[src/hw/spbcr_pkg.sv]
// Constants for the switch port bridge configuration register bank
package spbcr_pkg;

  // ********************************************************************
  // Register indices (word index; byte address is four times the index)
  // ********************************************************************
  localparam logic [9:0] PIN_IDX    = 10'h03D;
  localparam logic [9:0] BRCTL_IDX  = 10'h03E;
  localparam logic [9:0] CAP_IDX    = 10'h040;
  localparam logic [9:0] LOCK_IDX   = 10'h03F;

  // ********************************************************************
  // Reset values and write masks
  // ********************************************************************
  localparam logic [7:0]  PIN_RST    = 8'h00;
  localparam logic [7:0]  PIN_MAX    = 8'h04;
  localparam logic [15:0] BRCTL_RST   = 16'h0000;
  localparam logic [15:0] BRCTL_WMASK = 16'h005F;
  localparam logic [7:0]  CAP_ID      = 8'h10;
  localparam logic [7:0]  NEXT_RST    = 8'hC0;
  localparam logic [3:0]  VSN_RST     = 4'h1;
  localparam logic [3:0]  TYPE_UP     = 4'h5;
  localparam logic [3:0]  TYPE_DOWN   = 4'h6;
  localparam logic        SLOT_RST    = 1'b0;
  localparam logic        TCR_RST     = 1'b1;

  // ********************************************************************
  // Bridge control field positions
  // ********************************************************************
  localparam int POISON_BIT = 0;
  localparam int ERRFWD_BIT = 1;
  localparam int ISA_BIT    = 2;
  localparam int VGA_BIT    = 3;
  localparam int VGA16_BIT  = 4;
  localparam int SECONDARY_BUS_RESET_BIT = 6;

  // ********************************************************************
  // Capability header field positions
  // ********************************************************************
  localparam int NEXT_LSB = 8;
  localparam int VSN_LSB  = 16;
  localparam int TYPE_LSB = 20;
  localparam int SLOT_BIT = 24;
  localparam int TCR_BIT  = 30;

  // ********************************************************************
  // I/O decode constants
  // ********************************************************************
  localparam logic [31:0] ISA_SPAN   = 32'h0001_0000;
  localparam logic [9:0]  VGA_A_LO   = 10'h3B0;
  localparam logic [9:0]  VGA_A_HI   = 10'h3BB;
  localparam logic [9:0]  VGA_B_LO   = 10'h3C0;
  localparam logic [9:0]  VGA_B_HI   = 10'h3DF;

  // ********************************************************************
  // Bus answer states
  // ********************************************************************
  typedef enum logic [1:0] {
    SPBCR_IDLE = 2'b01,
    SPBCR_ANS  = 2'b10
  } spbcr_bus_t;

endpackage : spbcr_pkg

[src/hw/spbcr_io_decode.sv]
// I/O address routing decode for the bridge
module spbcr_io_decode (
  // Request address and window
  input  wire logic [31:0] io_addr,
  input  wire logic [31:0] io_base,
  input  wire logic [31:0] io_limit,
  // Bridge control
  input  wire logic        isa_en,
  input  wire logic        vga_en,
  input  wire logic        vga_wide,
  // Decision
  output logic             go_down,
  output logic             go_up
);

  logic in_win;
  logic isa_hit;
  logic vga_low;
  logic vga_hit;

  always_comb begin
    in_win  = (io_addr >= io_base) && (io_addr <= io_limit);
    // Top 768 bytes of each 1 KB block inside the first 64 KB
    isa_hit = isa_en && (io_addr < spbcr_pkg::ISA_SPAN) && (io_addr[9:8] != 2'h0);
    vga_low = ((io_addr[9:0] >= spbcr_pkg::VGA_A_LO) && (io_addr[9:0] <= spbcr_pkg::VGA_A_HI))
           || ((io_addr[9:0] >= spbcr_pkg::VGA_B_LO) && (io_addr[9:0] <= spbcr_pkg::VGA_B_HI));
    // Narrow decode aliases every 1 KB; wide decode needs the upper bits zero
    vga_hit = vga_en && vga_low && (!vga_wide || (io_addr[31:10] == 22'h0));
    // VGA claim beats ISA upstream routing, as legacy graphics must reach the card
    go_down = vga_hit || (in_win && !isa_hit);
    go_up   = !vga_hit && in_win && isa_hit;
  end

endmodule : spbcr_io_decode

[src/hw/spbcr_regs.sv]
// Switch port bridge control and express capability header registers
//
// Function
// - Interrupt pin resets to zero; codes one to four pick lines A to D.
// - Poison response bit clear ignores secondary poisoned packets; set reports them.
// - Bit 1 gates forwarding of nonfatal and fatal errors to primary.
// - Forwarded errors also need command or device control reporting enabled.
// - ISA bit clear sends every in-window I/O address downstream.
// - ISA bit set sends ISA-range in-window addresses upstream instead, unless a VGA decode claims them.
// - Bit 3 blocks or forwards VGA-compatible addresses downstream.
// - Bit 4 picks 10-bit aliased or 16-bit unaliased VGA decode.
// - VGA decode width matters only while VGA forwarding is enabled.
// - Bit 6 drives secondary bus reset, upstream or downstream by port.
// - Capability bits 7:0 are read-only and return 0x10.
// - Next pointer resets to 0xC0, writable only while unlocked.
// - Version field resets to 0x1 and is lockable-writable.
// - Port type reads 0x5 upstream, 0x6 downstream.
// - Slot bit resets to zero and is lockable-writable.
// - Interrupt message number always reads zero.
// - Traffic class routing bit resets to one, lockable-writable.
module spbcr_regs #(
  parameter int ADDR_W = 12
) (
  // Clock and reset
  input  wire logic              pclk,
  input  wire logic              presetn,
  // APB slave
  input  wire logic              psel,
  input  wire logic              penable,
  input  wire logic              pwrite,
  input  wire logic [ADDR_W-1:0] paddr,
  input  wire logic [31:0]       pwdata,
  input  wire logic [3:0]        pstrb,
  output logic [31:0]            prdata,
  output logic                   pready,
  output logic                   pslverr,
  // Port strap
  input  wire logic              port_is_upstream,
  // Error and poison events from the secondary side, and the reporting enables
  input  wire logic              sec_poison_seen,
  input  wire logic              sec_err_nonfatal,
  input  wire logic              sec_err_fatal,
  input  wire logic              cmd_serr_enable,
  input  wire logic              dev_ctl_report_enable,
  // I/O routing request
  input  wire logic              io_req,
  input  wire logic [31:0]       io_addr,
  input  wire logic [31:0]       io_base,
  input  wire logic [31:0]       io_limit,
  // Registered results
  output logic                   poison_report,
  output logic                   err_forward,
  output logic                   io_fwd_down,
  output logic                   io_fwd_up,
  output logic                   sec_reset_up,
  output logic                   sec_reset_down,
  output logic [7:0]             legacy_int_pin
);

  if (ADDR_W < 10 || ADDR_W > 32) begin : g_addr_w_check
    $error("ADDR_W must lie between 10 and 32");
  end

  // ********************************************************************
  // Address decode
  // ********************************************************************
  function automatic logic hit(input logic [ADDR_W-1:0] a, input logic [9:0] idx);
    hit = (a[1:0] == 2'h0) && (a[ADDR_W-1:2] == (ADDR_W-2)'(idx));
  endfunction : hit

  // ********************************************************************
  // State
  // ********************************************************************
  spbcr_pkg::spbcr_bus_t bus_reg,     bus_next;
  logic [31:0]           rdata_reg,   rdata_next;
  logic                  err_reg,     err_next;
  logic [7:0]            pin_reg,     pin_next;
  logic [15:0]           brctl_reg,   brctl_next;
  logic [7:0]            nxt_reg,     nxt_next;
  logic [3:0]            vsn_reg,     vsn_next;
  logic                  slot_reg,    slot_next;
  logic                  tcr_reg,     tcr_next;
  logic                  lock_reg,    lock_next;
  logic                  up_reg,      up_next;
  logic                  strap_reg,   strap_next;
  logic                  poison_reg,  poison_next;
  logic                  errfwd_reg,  errfwd_next;
  logic                  down_reg,    down_next;
  logic                  upfwd_reg,   upfwd_next;
  logic                  sru_reg,     sru_next;
  logic                  srd_reg,     srd_next;
  logic [31:0]           cap_word;
  logic                  wr_take;
  logic                  dec_down;
  logic                  dec_up;

  // ********************************************************************
  // Routing decode
  // ********************************************************************
  spbcr_io_decode u_dec (
    .io_addr  (io_addr),
    .io_base  (io_base),
    .io_limit (io_limit),
    .isa_en   (brctl_reg[spbcr_pkg::ISA_BIT]),
    .vga_en   (brctl_reg[spbcr_pkg::VGA_BIT]),
    .vga_wide (brctl_reg[spbcr_pkg::VGA16_BIT]),
    .go_down  (dec_down),
    .go_up    (dec_up)
  );

  // ********************************************************************
  // Bus and register next values
  // ********************************************************************
  always_comb begin
    cap_word = 32'h0;
    cap_word[7:0] = spbcr_pkg::CAP_ID;
    cap_word[spbcr_pkg::NEXT_LSB +: 8] = nxt_reg;
    cap_word[spbcr_pkg::VSN_LSB +: 4] = vsn_reg;
    cap_word[spbcr_pkg::TYPE_LSB +: 4] = up_reg ? spbcr_pkg::TYPE_UP
                                                : spbcr_pkg::TYPE_DOWN;
    cap_word[spbcr_pkg::SLOT_BIT] = slot_reg;
    cap_word[spbcr_pkg::TCR_BIT] = tcr_reg;
    bus_next   = bus_reg;
    rdata_next = rdata_reg;
    err_next   = err_reg;
    pin_next   = pin_reg;
    brctl_next = brctl_reg;
    nxt_next   = nxt_reg;
    vsn_next   = vsn_reg;
    slot_next  = slot_reg;
    tcr_next   = tcr_reg;
    lock_next  = lock_reg;
    wr_take    = 1'b0;
    case (bus_reg)
      spbcr_pkg::SPBCR_IDLE: begin
        // One wait state lets read data and error come from flip-flops
        if (psel && penable) begin
          bus_next   = spbcr_pkg::SPBCR_ANS;
          err_next   = 1'b0;
          rdata_next = 32'h0;
          if (hit(paddr, spbcr_pkg::PIN_IDX)) begin
            rdata_next = {24'h0, pin_reg};
          end else if (hit(paddr, spbcr_pkg::BRCTL_IDX)) begin
            rdata_next = {16'h0, brctl_reg};
          end else if (hit(paddr, spbcr_pkg::LOCK_IDX)) begin
            rdata_next = {31'h0, lock_reg};
          end else if (hit(paddr, spbcr_pkg::CAP_IDX)) begin
            rdata_next = cap_word;
          end else begin
            err_next = 1'b1;
          end
          if (pwrite) begin
            rdata_next = 32'h0;
          end
        end
      end
      spbcr_pkg::SPBCR_ANS: begin
        bus_next = spbcr_pkg::SPBCR_IDLE;
        wr_take  = pwrite && !err_reg;
        err_next = 1'b0;
      end
      default: begin
        bus_next = spbcr_pkg::SPBCR_IDLE;
      end
    endcase
    if (wr_take) begin
      if (hit(paddr, spbcr_pkg::PIN_IDX)) begin
        if (pstrb[0]) begin
          pin_next = pwdata[7:0];
        end
      end else if (hit(paddr, spbcr_pkg::BRCTL_IDX)) begin
        if (pstrb[0]) begin
          brctl_next[7:0] = pwdata[7:0] & spbcr_pkg::BRCTL_WMASK[7:0];
        end
        if (pstrb[1]) begin
          brctl_next[15:8] = pwdata[15:8] & spbcr_pkg::BRCTL_WMASK[15:8];
        end
      end else if (hit(paddr, spbcr_pkg::LOCK_IDX)) begin
        if (pstrb[0]) begin
          lock_next = pwdata[0];
        end
      end else if (hit(paddr, spbcr_pkg::CAP_IDX)) begin
        // Locked fields keep firmware-set values against stray writes
        if (!lock_reg && pstrb[1]) begin
          nxt_next = pwdata[spbcr_pkg::NEXT_LSB +: 8];
        end
        if (!lock_reg && pstrb[2]) begin
          vsn_next = pwdata[spbcr_pkg::VSN_LSB +: 4];
        end
        if (!lock_reg && pstrb[3]) begin
          slot_next = pwdata[spbcr_pkg::SLOT_BIT];
          tcr_next  = pwdata[spbcr_pkg::TCR_BIT];
        end
      end
    end
  end

  always_ff @(posedge pclk or negedge presetn) begin
    if (!presetn) begin
      bus_reg   <= spbcr_pkg::SPBCR_IDLE;
      rdata_reg <= 32'h0;
      err_reg   <= 1'b0;
      pin_reg   <= spbcr_pkg::PIN_RST;
      brctl_reg <= spbcr_pkg::BRCTL_RST;
      nxt_reg   <= spbcr_pkg::NEXT_RST;
      vsn_reg   <= spbcr_pkg::VSN_RST;
      slot_reg  <= spbcr_pkg::SLOT_RST;
      tcr_reg   <= spbcr_pkg::TCR_RST;
      lock_reg  <= 1'b0;
    end else begin
      bus_reg   <= bus_next;
      rdata_reg <= rdata_next;
      err_reg   <= err_next;
      pin_reg   <= pin_next;
      brctl_reg <= brctl_next;
      nxt_reg   <= nxt_next;
      vsn_reg   <= vsn_next;
      slot_reg  <= slot_next;
      tcr_reg   <= tcr_next;
      lock_reg  <= lock_next;
    end
  end

  // ********************************************************************
  // Strap capture and event outputs
  // ********************************************************************
  always_comb begin
    strap_next  = 1'b1;
    up_next     = strap_reg ? up_reg : port_is_upstream;
    poison_next = sec_poison_seen && brctl_reg[spbcr_pkg::POISON_BIT];
    errfwd_next = (sec_err_nonfatal || sec_err_fatal)
               && brctl_reg[spbcr_pkg::ERRFWD_BIT]
               && (cmd_serr_enable || dev_ctl_report_enable);
    down_next   = io_req && dec_down;
    upfwd_next  = io_req && dec_up;
    sru_next    = brctl_reg[spbcr_pkg::SECONDARY_BUS_RESET_BIT] && up_reg;
    srd_next    = brctl_reg[spbcr_pkg::SECONDARY_BUS_RESET_BIT] && !up_reg;
  end

  always_ff @(posedge pclk or negedge presetn) begin
    if (!presetn) begin
      strap_reg  <= 1'b0;
      up_reg     <= 1'b0;
      poison_reg <= 1'b0;
      errfwd_reg <= 1'b0;
      down_reg   <= 1'b0;
      upfwd_reg  <= 1'b0;
      sru_reg    <= 1'b0;
      srd_reg    <= 1'b0;
    end else begin
      strap_reg  <= strap_next;
      up_reg     <= up_next;
      poison_reg <= poison_next;
      errfwd_reg <= errfwd_next;
      down_reg   <= down_next;
      upfwd_reg  <= upfwd_next;
      sru_reg    <= sru_next;
      srd_reg    <= srd_next;
    end
  end

  always_comb begin
    prdata         = rdata_reg;
    pready         = (bus_reg == spbcr_pkg::SPBCR_ANS);
    pslverr        = err_reg;
    poison_report  = poison_reg;
    err_forward    = errfwd_reg;
    io_fwd_down    = down_reg;
    io_fwd_up      = upfwd_reg;
    sec_reset_up   = sru_reg;
    sec_reset_down = srd_reg;
    legacy_int_pin = pin_reg;
  end

  logic acc_end;
  assign acc_end = psel && penable && pready;
endmodule : spbcr_regs
[config.mk]
export PLATFORM = sky130hd
export DESIGN_NAME = spbcr_regs
export DESIGN_NICKNAME = d
export VERILOG_FILES = /design/src/hw/spbcr_pkg.sv /design/src/hw/spbcr_io_decode.sv /design/src/hw/spbcr_regs.sv
export SDC_FILE = /design/constraint.sdc
export NUM_CORES = 1
export LEC_CHECK = 0
export BUFFER_PORTS_ARGS = -buffer_cell sky130_fd_sc_hd__buf_2
export CAP_MARGIN = 20
export CORE_MARGIN = 3
export CORE_UTILIZATION = 51
export CTS_CLUSTER_DIAMETER = 40
export DETAILED_ROUTE_END_ITERATION = 7
export PLACE_DENSITY_LB_ADDON = 0.05
export SLEW_MARGIN = 5
export SYNTH_ARGS = -nofsm -noshare
export SYNTH_HDL_FRONTEND = slang
export SYNTH_SLANG_ARGS = --single-unit
[constraint.sdc]
create_clock -name pclk -period 3.8 [get_ports pclk]
set_input_delay 1.14 -clock pclk [delete_from_list [all_inputs] [get_ports pclk]]
set_output_delay 1.14 -clock pclk [all_outputs]
set_load 0.02 [all_outputs]
Word-level counts from Yosys, hierarchy flattened
Index checks and enable logic that the tools add are counted.
{ "word_totals": {"reg_bits": 72, "output_inout_bits": 48} }
{ "op_classes": {"order_cmp": 7, "n_eq_ne": 7, "n_mux": 15, "bitwise": 3, "reduce_logical": 49} }
{ "ops": {"columns": ["cell", "n"], "rows": [
  ["$mux 31", 4],
  ["$ge 32x32->1", 1],
  ["$le 32x32->1", 1],
  ["$lt 32x17->1 const B", 1],
  ["$mux 32", 1],
  ["$eq 10x6->1 const B", 3],
  ["$logic_and 1x1->1", 26],
  ["$logic_not 22->1", 1],
  ["$ge 10x10->1 const B", 2],
  ["$le 10x10->1 const B", 2],
  ["$reduce_and 6->1", 3],
  ["$eq 10x7->1 const B", 1],
  ["$logic_not 1->1", 6],
  ["$mux 1", 6],
  ["$mux 2", 3],
  ["$logic_or 1x1->1", 5],
  ["$reduce_and 5->1", 1],
  ["$reduce_and 2->1", 2],
  ["$reduce_and 4->1", 1],
  ["$reduce_bool 2->1", 2],
  ["$not 1->1", 3],
  ["$reduce_and 3->1", 1],
  ["$eq 2x1->1 const B", 1],
  ["$eq 2x2->1 const B", 1],
  ["3 further kinds", 3]
]} }

Depth between registers and ports, before layout
{ "depth": {"depth_word": 9, "mapped_depth": 8, "mapped_depth_nobuf": 8} }

Cells and area by module
From an unflattened synthesis, not the netlist that was laid out.
{ "hier_totals": {"cells_unflattened": 446, "hier_area_um2": 4469.3} }
{ "modules_own_cells": {"columns": ["module", "instances", "cells_each", "area_per_inst_um2", "seq_area_each_um2"], "rows": [
  ["spbcr_regs", 1, 197, 2695.1, 1632.8],
  ["spbcr_io_decode", 1, 249, 1774.2, 0.0]
]} }

Worst setup path before layout
Ideal clock, no wire load.
{ "synth_path": {"path_kind": "input to register", "start": "input port paddr[11]", "end": "register brctl_reg[0]", "setup_ns": 0.125, "t_arrival_ns": 2.928, "t_required_ns": 3.675, "path_slack_ns": 0.748, "path_stages": 6, "path_buffers": 1, "path_cell_list": "or4_4 > nor4b_4 > nor3b_4 > and2b_2 > buf_6 > mux2_2"} }
{ "synth_between": {"elab_chain_len": 4, "elab_cells_between_ends": 6, "cone_classes": "eq/ne: 2; bitwise: 1; reduce/logical: 3"} }
{ "synth_lines": {"columns": ["item", "line", "text"], "rows": [
  ["start: declaration", "spbcr_regs.sv:31", "input wire logic [ADDR_W-1:0] paddr,"],
  ["$eq 10x6->1", "spbcr_regs.sv:68", "hit = (a[1:0] == 2'h0) && (a[ADDR_W-1:2] == (ADDR_W-2)'(idx));"],
  ["$logic_and 1x1->1", "spbcr_regs.sv:68", null],
  ["$not 1->1 (no source line)", null, null],
  ["$reduce_and 4->1 (no source line) (*)", null, null],
  ["end signal: assignment", "spbcr_regs.sv:204", "brctl_reg <= spbcr_pkg::BRCTL_RST;"],
  ["end signal: assignment", "spbcr_regs.sv:215", "brctl_reg <= brctl_next;"],
  ["end: declaration", "spbcr_regs.sv:78", "logic [15:0] brctl_reg, brctl_next;"]
]} }
Every way passes the cells marked *; elsewhere a longest branch is shown, timed or not.
A chain may end at the register's enable or synchronous reset.

Worst setup path after layout
{ "layout_path": {"start": "input port paddr[11]", "end": "register brctl_reg[2]"} }
The elaborated chain is that of the path after synthesis.

==> reports/metrics.csv <==
stage,metric,value,unit
die,Total Die Area,0.00959,sq mm
critical_path,largest incremental delay on the critical path,0.54,ns
sta,setup repair after global routing missed its margin,no,
sta,transition time of the tightest slew-check pin,0.592,ns
die,Core Footprint,0.00797,sq mm
clocking,hold-fix buffer count after cts,0,
grt,largest net degree at the start of global routing,66,
grt,number of global-route vias before repair,3865,
sta,Fmax achieved,332,MHz
layout,fillers,639,
clocking,clock transition time at the flip-flop clock pins of the worst setup and hold paths,0.07,ns
die,Starting Density,54.1,%
critical_path,required arrival time at the worst endpoint,4.02,ns
sta,final number of hold-violating endpoints,0,
route,routed length per placed instance,14.2,um
clocking,Skew-Pair Late Insertion Delay,0.35,ns
clocking,CTS tree,yes,
sta,worst hold slack across all endpoints,0.472,ns
route,Total Wirelength,10.3,mm
grt,total track usage,21.6,%
sta,worst rel slew slack,60.5,%
sta,share of the clock period used by the worst path after layout,79.2,%
critical_path,Worst R2R Start,bus_reg[0]$_DFFE_PN1P_,
route,"antenna viol nets, final",0,
critical_path,CP Buf/Inv Count,1,
layout,"most common cell after layout, fill and taps aside",sky130_fd_sc_hd__buf_2,
placement,Port Buf Inserts,186,
critical_path,worst-path cell chain,buf_2 > or4_4 > nor4b_4 > nor3b_4 > and2b_2 > mux2_2,
layout,Final nets,839,
critical_path,worst-path maximum fanout,7,
clocking,Bufs on Longest Clock Path,2,
critical_path,nature of the critical path startpoint,primary input,
critical_path,slowest CP cell,sky130_fd_sc_hd__or4_4,
sta,final critical delay including setup and external delays,3.01,ns
placement,weighted congestion at the end of routability-driven global placement,0.825,
clocking,maximum level of the CTS H-tree,3,
clocking,total of cells resized after clock tree synthesis,0,
grt,final global-route overflow total,0,
synth,dominant synthesized flop cell,sky130_fd_sc_hd__dfrtp_1,
synth,Synth cell types,51,
synth,fraction of registers with async set/reset,100,%
synth,total of flip-flops plus latches after synthesis,65,
critical_path,kind of cell with the highest combined delay on the critical path,simple AND/OR/NAND/NOR gates,
critical_path,path depth of the worst reg2reg path,5,
die,vertical die dimension,97.9,um
run,number of max-capacitance violations reported,0,
die,number of top-level pins,204,
placement,dpl hpwl,8.72,mm
min_path,class of the most critical hold timing path,reg2reg,
layout,Area Growth Syn to Fin,29.7,%
clocking,clock buffers created by TritonCTS,9,
route,detail-routed via count per cell,5.29,
layout,proportion of layout cells with a drive suffix above 1,39.7,%
synth,number of enable-type register cells in the synthesized netlist,0,
clocking,Sink Count,65,
synth,average instance area after synthesis,10.1,sq um
route,number of detailed-routing iterations run before antenna repair,4,
route,drt drc,0,
critical_path,worst reg2reg endpoint,prdata[21]$_DFFE_PN0P_,
critical_path,kind of end point of the critical path,flop,
layout,diode insertion count for antenna repair,0,
synth,number of warnings issued by yosys,0,
pwr,Pwr per Cell Area,305,mW/mm^2
sta,Post-Route Skew,0.0133,ns
synth,mapped cell area,0.00431,sq mm
critical_path,worst setup path endpoint,brctl_reg[2]$_DFFE_PN0P_,
critical_path,classification of the worst setup path,in2reg,
synth,sequential-to-total area share from yosys stat,37.9,%
pwr,VDD IR-drop max,0.183,mV
critical_path,critical path startpoint,paddr[11],
sta,setup TNS,0,ns
die,# rows,32,
clocking,clk root buf,sky130_fd_sc_hd__clkbuf_8,
sta,total count of max-transition violations in the final report,0,
placement,post-placement setup slack,0.438,ns
route,total vias in the final route,3844,
synth,gate count of the mapped netlist,426,
grt,antenna violations before repair,0,
outcome,result of the run,finished clean,
critical_path,number of cells on the critical path,6,
layout,flip-flop count of the largest register after layout,25,
critical_path,data arrival time of the critical path,3.23,ns
sta,post-route worst setup slack,0.792,ns
clocking,number of setup buffers added after CTS,0,
pwr,total leakage power,0.00326,uW
route,initial detailed-routing violation count,107,
grt,global-route wire length before repair,17.1,mm
sta,setup violation total in the final timing report,0,
layout,"commonest non-fill, non-tap cells in the layout","186 x sky130_fd_sc_hd__buf_2, 66 x sky130_fd_sc_hd__inv_1, 64 x sky130_fd_sc_hd__ha_1, 60 x sky130_fd_sc_hd__dfrtp_1, 31 x sky130_fd_sc_hd__mux2_2",
die,Die X,97.9,um
critical_path,"reg-to-reg slack, setup",1.84,ns
## tightest hold or removal path, delay by kind of cell (launching register included)
| family | cells | cell delay, ns |
|---|---|---|
| flip-flops | 1 | 0.34 |
| AND/OR/NAND/NOR | 2 | 0.10 |
## final cells by class
class	instances	area (sq um)	share of cell area, %
multi-input combinational	288	2370	42.3
timing repair buffer	189	966	17.3
tap	102	128	2.28
clock inverter	7	125	2.24
inverter	66	248	4.43
sequential	65	1630	29.2
clock buffer	9	124	2.22
## cells by family after synthesis
logic type      synth area share [%]
other cells                    0.174
mux                             8.10
simple gates                    13.5
buf+inv                         7.69
compound gates                  14.0
flops                           37.9
fa+ha+maj                       18.6
## per-stage QoR
stage | utilization (%) | power (uW) | area [sq um] | std cells
6_report | 70.2 | 1710 | 5590 | 726
5_1_grt | 70.2 | 1800 | 5590 | 726
4_1_cts | 70.2 | 1720 | 5590 | 726
3_5_place_dp | 67.0 | 999 | 5340 | 710
3_3_place_gp | 67.0 | 988 | 5340 | 710
2_1_floorplan | - | 861 | 4330 | 432
## worst min-delay path by stage
stage	startpoint	endpoint	slack [ns]	cells past startpoint
global placement	prdata[5]$_DFFE_PN0P_	prdata[5]$_DFFE_PN0P_	0.45	2
CTS	prdata[7]$_DFFE_PN0P_	prdata[7]$_DFFE_PN0P_	0.48	2
global route	prdata[7]$_DFFE_PN0P_	prdata[7]$_DFFE_PN0P_	0.50	2
finish	prdata[7]$_DFFE_PN0P_	prdata[7]$_DFFE_PN0P_	0.47	2
floorplan	up_reg$_DFFE_PN0N_	sec_reset_down$_DFF_PN0_	0.45	1
detailed placement	prdata[7]$_DFFE_PN0P_	prdata[7]$_DFFE_PN0P_	0.46	2
## synthesized netlist by cell type, types with 2 or more instances
master,n,area [sq um]
sky130_fd_sc_hd__a221oi_1,2,17.5
sky130_fd_sc_hd__nand4b_1,3,26.3
sky130_fd_sc_hd__buf_4,7,52.6
sky130_fd_sc_hd__inv_1,66,248
sky130_fd_sc_hd__o22ai_1,2,12.5
sky130_fd_sc_hd__a21o_1,8,60.1
sky130_fd_sc_hd__o21ai_0,10,50.1
sky130_fd_sc_hd__a21oi_1,19,95.1
sky130_fd_sc_hd__and3b_1,2,17.5
sky130_fd_sc_hd__a22o_1,24,210
sky130_fd_sc_hd__nor4_1,7,43.8
sky130_fd_sc_hd__nand3_1,13,65.1
sky130_fd_sc_hd__nand2_1,25,93.8
sky130_fd_sc_hd__nor4b_1,2,17.5
sky130_fd_sc_hd__clkbuf_1,4,15.0
sky130_fd_sc_hd__a211oi_1,5,37.5
sky130_fd_sc_hd__o21a_1,2,15.0
sky130_fd_sc_hd__a2111oi_0,3,26.3
sky130_fd_sc_hd__nand4_1,12,75.1
sky130_fd_sc_hd__dfrtp_1,60,1500
sky130_fd_sc_hd__mux2_2,31,349
sky130_fd_sc_hd__and4_1,2,17.5
sky130_fd_sc_hd__ha_1,64,801
sky130_fd_sc_hd__conb_1,2,7.51
sky130_fd_sc_hd__nor3_1,6,30.0
sky130_fd_sc_hd__nor2b_1,5,31.3
sky130_fd_sc_hd__nor2_1,10,37.5
sky130_fd_sc_hd__dfstp_2,5,131
sky130_fd_sc_hd__and2_1,3,18.8
## power by group
group          internal, uW  total, uW  switching, uW
Combinational           133        283            150
Clock                   444        723            279
Sequential              698        701           3.46
Total                  1270       1710            432
## layer usage
| layer | track usage (%) | routed length, um | share of wire [%] | vias to the layer above |
|---|---|---|---|---|
| met5 | 0 | 0 | 0 | - |
| met2 | 38.8 | 5180 | 50 | 131 |
| met3 | 6.14 | 774 | 7.5 | 17 |
| met1 | 24.7 | 4160 | 40 | 1777 |
| met4 | 6.92 | 218 | 2.1 | 0 |
| li1 | - | - | - | 1919 |
Note: power is estimated with default switching activity, not from simulation.
